File: src/hw/irda_endec_pkg.sv
// constants shared by the infrared pulse encoder/decoder
package irda_endec_pkg;
    localparam int unsigned TICKS_PER_BIT   = 16;
    localparam logic [3:0]  CNT_MAX         = 4'hf;
    localparam logic [3:0]  TX_PULSE_START  = 4'h7;   // after 7 low ticks
    localparam logic [3:0]  TX_PULSE_END    = 4'ha;   // 3 high ticks, then 6 low
    localparam logic [3:0]  RX_UPDATE_CNT   = 4'h8;
    localparam logic [3:0]  RX_WINDOW_OPEN  = 4'hc;
    localparam logic        UART_IDLE_LEVEL = 1'b1;
    localparam int unsigned BUF_DEPTH       = 2;
    typedef enum logic [2:0]
    {
        RX_IDLE   = 3'b001,
        RX_FIRST  = 3'b010,   // pulse seen, before window opens
        RX_WINDOW = 3'b100    // sampling window open
    } rx_state_e;
endpackage : irda_endec_pkg

File: src/hw/infrared_pulse_endec.sv
// infrared pulse encoder/decoder between a UART and an infrared transceiver
`timescale 1ns/1ns
`default_nettype none
// Overview of operation
// every bit is sixteen baud ticks
// transmit one: output low whole symbol
// transmit zero: 7 low, 3 high, 6 low
// half duplex, never transmit and receive together
// enabled: encoder output drives transmit pin
// enabled: decoder output feeds UART input
// timing from UART baud tick only
// works only while UART is enabled
// decoder tick counter runs 0 to 15
// decoded stream lags input by 8 ticks
// falling edge resets decoder counter; code ignores edges in RX_FIRST
// count 8 updates UART-facing output
// window open from 12 until next 8
// no pulse in window: back to idle
// resync never disturbs UART receive timing
// supports 9600 to 115200 baud and above
// system clock at least 1 MHz
// enable before selecting pin alternate function
// disabled: UART connects straight to pins
module infrared_pulse_endec
    import irda_endec_pkg::*;
(
    input  wire logic CLK_SYS_IN,               // 125 MHz system clock
    input  wire logic RESETN_IN,                // async reset, active low
    input  wire logic BAUD_TICK_IN,             // UART baud tick, 16 per bit
    input  wire logic UART_ENABLE_IN,           // UART enable
    input  wire logic INFRARED_ENDEC_ENABLE_IN, // endec enable
    input  wire logic UART_TXD_IN,              // UART serial output
    input  wire logic UART_TX_VALID_IN,         // UART tx bit presented
    output logic      UART_TX_READY_OUT,        // buffer accepts tx bit
    output logic      UART_RXD_OUT,             // serial input to UART
    output logic      TXD_PIN_OUT,              // transmit pin
    input  wire logic INFRARED_PULSE_IN         // receive pin
);
    logic       rx_meta;
    logic       rx_sync;
    logic       rx_prev;
    logic       active;
    logic       fall;
    // two-entry tx bit buffer
    logic [BUF_DEPTH-1:0] buf_data;
    logic [1:0]           buf_cnt;
    logic [1:0]           next_buf_cnt;
    logic [BUF_DEPTH-1:0] next_buf_data;
    logic                 buf_pop;
    logic                 tx_busy;
    logic                 next_tx_busy;
    logic                 tx_bit;
    logic                 next_tx_bit;
    logic [3:0]           tx_cnt;
    logic [3:0]           next_tx_cnt;
    logic                 infrared_modulated_out;
    logic                 next_mod;
    // receive side
    rx_state_e            rx_state;
    rx_state_e            next_rx_state;
    logic [3:0]           rx_cnt;
    logic [3:0]           next_rx_cnt;
    logic                 rx_decoded;
    logic                 next_rx_decoded;
    logic                 rx_pending;
    logic                 next_rx_pending;

    // pin is asynchronous: two flops before use
    always_ff @(posedge CLK_SYS_IN or negedge RESETN_IN)
    begin
        if (!RESETN_IN)
        begin
            rx_meta <= 1'b0;
            rx_sync <= 1'b0;
            rx_prev <= 1'b0;
        end
        else
        begin
            rx_meta <= INFRARED_PULSE_IN;
            rx_sync <= rx_meta;
            rx_prev <= rx_sync;
        end
    end

    assign active = INFRARED_ENDEC_ENABLE_IN && UART_ENABLE_IN;
    // transceiver output is active high; pulse end seen as falling edge
    assign fall   = rx_prev && !rx_sync;

    assign UART_TX_READY_OUT = (buf_cnt != 2'(BUF_DEPTH));
    // pop on the last tick too, so back-to-back symbols stay exactly 16 ticks apart
    assign buf_pop = (buf_cnt != 2'h0) && BAUD_TICK_IN && (!tx_busy || tx_cnt == CNT_MAX);

    always_comb
    begin
        next_buf_cnt  = buf_cnt;
        next_buf_data = buf_data;
        next_tx_busy  = tx_busy;
        next_tx_bit   = tx_bit;
        next_tx_cnt   = tx_cnt;
        next_mod      = infrared_modulated_out;
        if (!active)
        begin
            next_buf_cnt = 2'h0;
            next_tx_busy = 1'b0;
            next_tx_cnt  = 4'h0;
            next_mod     = 1'b0;
        end
        else
        begin
            if (buf_pop)
            begin
                next_tx_bit   = buf_data[0];
                next_buf_data = {1'b0, buf_data[1]};
                next_buf_cnt  = buf_cnt - 2'h1;
                next_tx_busy  = 1'b1;
                next_tx_cnt   = 4'h0;
                // zero starts low for 7 ticks
                next_mod      = 1'b0;
            end
            else if (tx_busy && BAUD_TICK_IN)
            begin
                next_tx_cnt = tx_cnt + 4'h1;
                if (tx_cnt == CNT_MAX)
                begin
                    next_tx_busy = 1'b0;
                    next_mod     = 1'b0;
                end
                else
                begin

                    next_mod = !tx_bit && (tx_cnt + 4'h1 >= TX_PULSE_START)
                               && (tx_cnt + 4'h1 < TX_PULSE_END);
                end
            end
            if (UART_TX_VALID_IN && UART_TX_READY_OUT)
            begin
                next_buf_data[next_buf_cnt[0]] = UART_TXD_IN;
                next_buf_cnt = next_buf_cnt + 2'h1;
            end
        end
    end

    always_ff @(posedge CLK_SYS_IN or negedge RESETN_IN)
    begin
        if (!RESETN_IN)
        begin
            buf_cnt                <= 2'h0;
            buf_data               <= '0;
            tx_busy                <= 1'b0;
            tx_bit                 <= UART_IDLE_LEVEL;
            tx_cnt                 <= 4'h0;
            infrared_modulated_out <= 1'b0;
        end
        else
        begin
            buf_cnt                <= next_buf_cnt;
            buf_data               <= next_buf_data;
            tx_busy                <= next_tx_busy;
            tx_bit                 <= next_tx_bit;
            tx_cnt                 <= next_tx_cnt;
            infrared_modulated_out <= next_mod;
        end
    end

    // decoder; receive ignored while transmitting, half duplex
    always_comb
    begin
        next_rx_state   = rx_state;
        next_rx_cnt     = rx_cnt;
        next_rx_decoded = rx_decoded;
        next_rx_pending = rx_pending;
        if (!active || tx_busy)
        begin
            next_rx_state   = RX_IDLE;
            next_rx_cnt     = 4'h0;
            next_rx_decoded = UART_IDLE_LEVEL;
            next_rx_pending = 1'b0;
        end
        else
        begin
            case (rx_state)
                RX_IDLE:
                begin
                    if (fall)
                    begin
                        next_rx_cnt     = 4'h0;
                        next_rx_pending = 1'b1;
                        next_rx_state   = RX_FIRST;
                    end
                end
                RX_FIRST, RX_WINDOW:
                begin
                    if (fall && rx_state == RX_WINDOW)
                    begin
                        // pulse in window restarts cycle
                        next_rx_cnt     = 4'h0;
                        next_rx_pending = 1'b1;
                        next_rx_state   = RX_FIRST;
                    end
                    else if (BAUD_TICK_IN)
                    begin
                        next_rx_cnt = rx_cnt + 4'h1;
                        if (rx_cnt + 4'h1 == RX_UPDATE_CNT)
                        begin
                            next_rx_decoded = !rx_pending;
                            next_rx_pending = 1'b0;
                            // window closing with no pulse
                            if (rx_state == RX_WINDOW && !rx_pending)
                                next_rx_state = RX_IDLE;
                        end
                        if (rx_cnt + 4'h1 == RX_WINDOW_OPEN)
                            next_rx_state = RX_WINDOW;
                    end
                end
                default:
                    next_rx_state = RX_IDLE;
            endcase
        end
    end

    // idle return comes with the decoded one of that count 8; idle then holds it
    always_ff @(posedge CLK_SYS_IN or negedge RESETN_IN)
    begin
        if (!RESETN_IN)
        begin
            rx_state   <= RX_IDLE;
            rx_cnt     <= 4'h0;
            rx_decoded <= UART_IDLE_LEVEL;
            rx_pending <= 1'b0;
        end
        else
        begin
            rx_state   <= next_rx_state;
            rx_cnt     <= next_rx_cnt;
            rx_decoded <= next_rx_decoded;
            rx_pending <= next_rx_pending;
        end
    end

    // output mux; UART's own start-bit search untouched, see
    always_ff @(posedge CLK_SYS_IN or negedge RESETN_IN)
    begin
        if (!RESETN_IN)
        begin
            TXD_PIN_OUT  <= UART_IDLE_LEVEL;
            UART_RXD_OUT <= UART_IDLE_LEVEL;
        end
        else
        begin
            TXD_PIN_OUT  <= INFRARED_ENDEC_ENABLE_IN ? infrared_modulated_out : UART_TXD_IN;
            UART_RXD_OUT <= INFRARED_ENDEC_ENABLE_IN ? rx_decoded : rx_sync;
        end
    end
endmodule : infrared_pulse_endec
`default_nettype wire

File: config.mk
export PLATFORM = sky130hd
export DESIGN_NAME = infrared_pulse_endec
export DESIGN_NICKNAME = d
export VERILOG_FILES = /design/src/hw/irda_endec_pkg.sv /design/src/hw/infrared_pulse_endec.sv
export SDC_FILE = /design/constraint.sdc
export NUM_CORES = 1
export LEC_CHECK = 0
export ABC_AREA = 1
export BUFFER_PORTS_ARGS = -buffer_cell sky130_fd_sc_hd__buf_4
export CORE_MARGIN = 5
export CORE_UTILIZATION = 58
export CTS_CLUSTER_SIZE = 28
export DETAILED_ROUTE_END_ITERATION = 16
export PLACE_DENSITY = 0.86
export SYNTH_ARGS = -nofsm -noshare
export SYNTH_HDL_FRONTEND = slang
export SYNTH_SLANG_ARGS = --single-unit
File: constraint.sdc
create_clock -name CLK_SYS_IN -period 1.7 [get_ports CLK_SYS_IN]
set_input_delay 0.085 -clock CLK_SYS_IN [delete_from_list [all_inputs] [get_ports CLK_SYS_IN]]
set_output_delay 0.085 -clock CLK_SYS_IN [all_outputs]
set_load 0.03 [all_outputs]
-- After elaboration in Yosys (flattened, before gate mapping)
Cells that the tools add are included.
- output and inout bits: 3
- register bits after elaboration: 25
- word-level logic and storage cells: 115
- input port bits: 8
- order comparisons: 4
- $add $sub $neg: 4
- equal/unequal tests: 15
- multiplexer cells: 47
- reduce and logical (&&, ||, !) cells: 30
- operators by type and width (cell ; number):
    two-way mux 4 bit ; 7
    two-way mux 1 bit ; 21
    two-way mux 3 bit ; 7
    two-way mux 2 bit ; 7
    equality test 4 bit, second input constant ; 3
    AND reduction 4 bit ; 3
    logical AND 1 bit ; 11
    inequality test 5 bit, second input constant ; 2
    adder 4 x 1 -> 4 bit, second input constant ; 2
    inequality test 4 bit, second input constant ; 2
    case mux 4 bit (2 select lines) ; 1
    nonzero test 2 bit ; 4
    inequality test 3 x 1 -> 1 bit, second input constant ; 2
    case mux 3 bit (2 select lines) ; 1
    logical NOT 1 bit ; 5
    greater-or-equal comparator 4 x 3 -> 1 bit, second input constant ; 1
    less-than comparator 4 bit, second input constant ; 1
    inequality test 2 bit, second input constant ; 2
    AND reduction 2 bit ; 2
    equality test 3 x 1 -> 1 bit, second input constant ; 1
    equality test 3 x 2 -> 1 bit, second input constant ; 1
    equality test 3 bit, second input constant ; 1
    inequality test 3 bit, second input constant ; 1
    AND reduction 3 bit ; 1
    10 further kinds ; 11

-- Longest topological paths before layout
- depth in word-level cells: 11
- depth in mapped cells: 11
- mapped depth without buffers: 11

-- Worst setup path after synthesis
Ideal clock, no wire load.
- path kind: register -> register
- start: register tx_cnt[0]
- end: register buf_data[1]
- cell stages (with the launch flop): 11
- clock period less this slack: 1.420 ns
- setup time: 0.076 ns
- data arrival time: 1.343 ns
- slack: 0.280 ns
- path through: dfrtp_1 > ha_1 > nand3_1 > nand2_1 > nand2_2 > nand2_2 > nand2_1 > nand2_2 > nor2_2 > nand2_1 > o21ai_1
- cells in the longest elaborated chain, start to end: 11
- RTL lines (item ; RTL line ; text):
    from (decl) ; infrared_pulse_endec.sv:54 ; logic [3:0] tx_cnt;
    from (signal assigned) ; infrared_pulse_endec.sv:160 ; tx_cnt <= next_tx_cnt;
    equality test 4 bit (*) ; infrared_pulse_endec.sv:91 ; assign buf_pop = (buf_cnt != 2'h0) && BAUD_TICK_IN && (!tx_busy || tx_cnt == CNT_MAX);
    logical OR 1 bit (*) ; infrared_pulse_endec.sv:91 ;
    logical AND 1 bit (*) ; infrared_pulse_endec.sv:91 ;
    two-way mux 2 bit ; infrared_pulse_endec.sv:110 ; if (buf_pop)
    two-way mux 2 bit ; infrared_pulse_endec.sv:101 ; if (!active)
    less-than comparator 1 x 2 -> 1 bit (implied by the code) or greater-or-equal comparator 1 bit (tied branches) ; infrared_pulse_endec.sv:137 ; next_buf_data[next_buf_cnt[0]] = UART_TXD_IN;
    logical AND 1 bit (implied by the code) ; infrared_pulse_endec.sv:137 ;
    two-way mux 1 bit (implied by the code) ; infrared_pulse_endec.sv:137 ;
    demux 1 bit (select 1 bit) ; infrared_pulse_endec.sv:137 ;
    bitwise mux 2 bit ; infrared_pulse_endec.sv:137 ;
    two-way mux 2 bit (*) ; infrared_pulse_endec.sv:135 ; if (UART_TX_VALID_IN && UART_TX_READY_OUT)
    to (signal assigned) ; infrared_pulse_endec.sv:157 ; buf_data <= next_buf_data;
    to (decl) ; infrared_pulse_endec.sv:45 ; logic [BUF_DEPTH-1:0] buf_data;
Every way passes the cells marked *; elsewhere a longest branch is shown, timed or not. The select of a mux whose other input is x is not followed.
A chain may end at the register's enable or synchronous reset.

-- Final worst setup path
Same ends and word-level chain as after synthesis.

==> metrics.md <==
| Metric | Value |
|---|---|
| Power after layout | 1.198 mW |
| Path type of the worst setup path | reg -> reg |
| Seq/Total Area, Yosys | 41.91% |
| Clock-pin slew on the worst setup and hold paths | 130 ps |
| Slowest cell on crit path | dfrtp_1 |
| LEAKAGE | 0.8294 nW |
| Final setup TNS | 0 ps |
| Required time worst endpoint | 1950 ps |
| Dpl hpwl | 2144 um |
| Die X | 60.99 um |
| CP Capture Type | flop |
| 1st-iter DRT viols | 61 |
| TritonCTS clock tree | yes |
| Slew headroom | 78.76% |
| Post-Syn Area | 1508 um2 |
| Initial antenna violation count | 0 |
| FMAX | 644.1 MHz |
| Final setup viols | 0 |
| Met1 WL | 1360 um |
| Synthesized instance count | 200 |
| Final #Nets | 233 |
| Starting Density | 60.86% |
| Reg-to-Reg Start | tx_cnt[0]$_DFFE_PN0P_ |
| Worst R2R Setup Slack | 150 ps |
| Ordered list of cells on the worst path | ha_1 > nand3_1 > nand2_2 > nand2_4 > nand2_2 > nand2_1 > nand2_2 > nor2_2 > nand2_1 > o21ai_1 |
| Peak VDD IR | 0.8584 mV |
| Worst hold path type | in -> reg |
| GRT Total Usage | 17.72% |
| Cell variety after synth | 24 |
| MaxCap Viol Count | 0 |
| Pwr dens | 702.2 nW/um2 |
| N_diodes | 0 |
| Grt total ovfl | 0 |
| Hold Violations, Final | 0 |
| Ports | 11 |
| Met2 WL post-DR | 1369 um |
| First-pass GRT wire length | 4981 um |
| Most used cell, CP | nand2_2 |
| Placed Instance Area | 1620 um2 |
| Yosys warns | 0 |
| Syn_nets | 213 |
| Fill count | 190 |
| R2R Path End | buf_data[1]$_DFFE_PN0N_ |
| Syn-to-layout area delta | 13.20% |
| Period utilisation layout | 91.33% |
| Via-per-instance ratio | 5.233 |
| Antenna violation net count after detailed routing | 0 |
| Die ar. | 3719 um2 |
| Longest Clk Path Bufs | 2 |
| Buffers on Ports | 10 |
| Final critical-path required period | 1553 ps |
| Fin area | 1707 um2 |
| Layout cells sized above 1 | 18.26% |
| # clock sinks | 25 |
| Die Y | 60.99 um |
| Synth Area per Inst | 7.538 um2 |
| DR WL/cell | 11.83 um |
| H-tree levels | 1 |
| Critical Path Start | tx_cnt[0]$_DFFE_PN0P_ |
| Post-Route WL | 2946 um |
| Largest net degree at the start of global routing | 26 |
| Worst-margin pin slew | 318.6 ps |
| Status | completed |
| Total vias in the final route | 1,303 |
| Max Slew Vio Count | 0 |
| CP arrival | 1800 ps |
| Vias in the first global route | 1,179 |
| Top routing layer in use | met4 |
| Rows | 18 |
| Met3 wire len | 160 um |
| Worst-Skew Late Latency | 310 ps |
| Clock Tree Root | clkbuf_4 |
| Drt pass-1 iters | 4 |
| DR DRC count | 0 |
| Worst-path fanout max | 7 |
| Worst setup path end | buf_data[1]$_DFFE_PN0N_ |
| Critical Path Source Type | flop |
| RePlAce Congestion | 0.8998 |
| Cts bufs inserted | 3 |
| Core area | 2477 um2 |
| R2r worst-path depth | 10 |
| Fin Clk Skew | 2.382 ps |
| Flops & latches, synth | 25 |
| Crit-path max cell delay | 430 ps |
-- synth_stat cells --
cell | number | area, um2
nand2_1 | 55 | 206.5
nand3_1 | 19 | 95.09
ha_1 | 5 | 62.56
nand3b_1 | 2 | 15.01
o21ai_1 | 4 | 20.02
xnor2_1 | 1 | 8.760
mux2_2 | 1 | 11.26
nand2_2 | 5 | 31.28
o21ai_0 | 8 | 40.04
nand2_4 | 3 | 33.78
nor2_2 | 4 | 25.02
a21oi_1 | 5 | 25.02
nor2_4 | 3 | 33.78
clkinv_4 | 1 | 8.760
a211oi_1 | 1 | 7.510
nand4_1 | 5 | 31.28
inv_2 | 2 | 7.510
nor2_1 | 22 | 82.58
dfrtp_1 | 20 | 500.5
xor2_1 | 2 | 17.52
dfstp_2 | 5 | 131.4
inv_1 | 22 | 82.58
nor3_1 | 4 | 20.02
nand3_2 | 1 | 10.01
-- cells by family after synthesis --
group,Yosys count,share of synthesized area (%)
buffers and inverters,25,6.556
AND/OR/NAND/NOR,123,38.75
AO/OA/AOI/OAI,18,6.141
adder cells (fa/ha/maj),5,4.149
XOR/XNOR,3,1.743
flip-flops,25,41.91
multiplexers,1,0.7468
-- registers in the layout, summed over array words and instances, names as in the netlist, 2 cells and up --
| name | flops |
|---|---|
| rx_state | 3 |
| buf_data | 2 |
| buf_cnt | 2 |
| tx_cnt | 4 |
| rx_cnt | 4 |
-- placed cells by master, fill, tap and decap left out, types with 4 or more instances in the layout --
cell type and n:
nand2_2 5, nand2_4 4, nor3_1 4, inv_1 22
buf_4 11, nand4_1 5, dfrtp_1 20, o21ai_1 4
dlygate4sd3_1 4, o21ai_0 8, ha_1 5, a21oi_1 5
dfstp_2 5, nand3_1 19, nor2_4 4, nand2_1 54
nor2_1 22
-- area by class of cell --
cell class              count  area, um2  share of cell area [%]
repair buffers             15      122.6                   7.185
inverters                  25      98.84                   5.792
clock buffers               4      26.28                   1.540
well taps                  30      37.54                   2.199
flip-flops and latches     25      631.9                   37.02
multi-input cells         150      789.5                   46.26
-- metrics by stage --
step / setup slack, ps / hold slack [ps] / instances / util, %
2_1_floorplan: 280.4 / -210.6 / 200 / -
3_3_place_gp: 217.2 / 2.695 / 240 / 65.40
3_5_place_dp: 121.0 / 5.408 / 240 / 65.40
4_1_cts: 90.35 / 71.82 / 248 / 68.08
5_1_grt: -5.312 / 96.41 / 249 / 68.89
6_report: 147.5 / 82.78 / 249 / 68.89
-- what timing repair did --
item | 4_1_cts | 5_1_grt
endpoints found under the setup margin | 0 | 3
hold endpoints to repair | 29 | 0
hold buffers | 4 | 0
buffers inserted | 0 | 1
resized for setup | 0 | 3
-- worst max-delay path, delay by kind of cell, from the launching register on --
kind | cells | cell delay [ps]
flip-flops | 1 | 430
AND/OR/NAND/NOR | 8 | 750
AO/OA/AOI/OAI | 1 | 70
adder cells (fa/ha/maj) | 1 | 230
-- power breakdown --
part / leakage, nW / switching (mW) / internal, mW
logic: 0.494 / 0.157 / 0.0922
clock network: 0.0150 / 0.169 / 0.0916
registers: 0.320 / 0.0334 / 0.655
-- worst min-delay path by stage --
stage,end,depth (start not counted),from,slack [ps]
floorplan,buf_cnt[0]$_DFF_PN0_,0,RESETN_IN,-210
global placement,rx_prev$_DFF_PN0_,1,RESETN_IN,3
detailed placement,rx_sync$_DFF_PN0_,1,RESETN_IN,5
CTS,buf_data[0]$_DFFE_PN0N_,4,UART_ENABLE_IN,70
global route,buf_data[0]$_DFFE_PN0N_,4,UART_ENABLE_IN,100
finish,buf_data[0]$_DFFE_PN0N_,4,UART_ENABLE_IN,80
-- layer usage --
metal  up-vias  global-route usage (%)
met5         -                       0
met1       577                   23.76
met4         0                   3.715
li1        680                       -
met2        37                   29.47
met3         9                   4.043
Note: power is estimated with default switching activity, not from simulation.
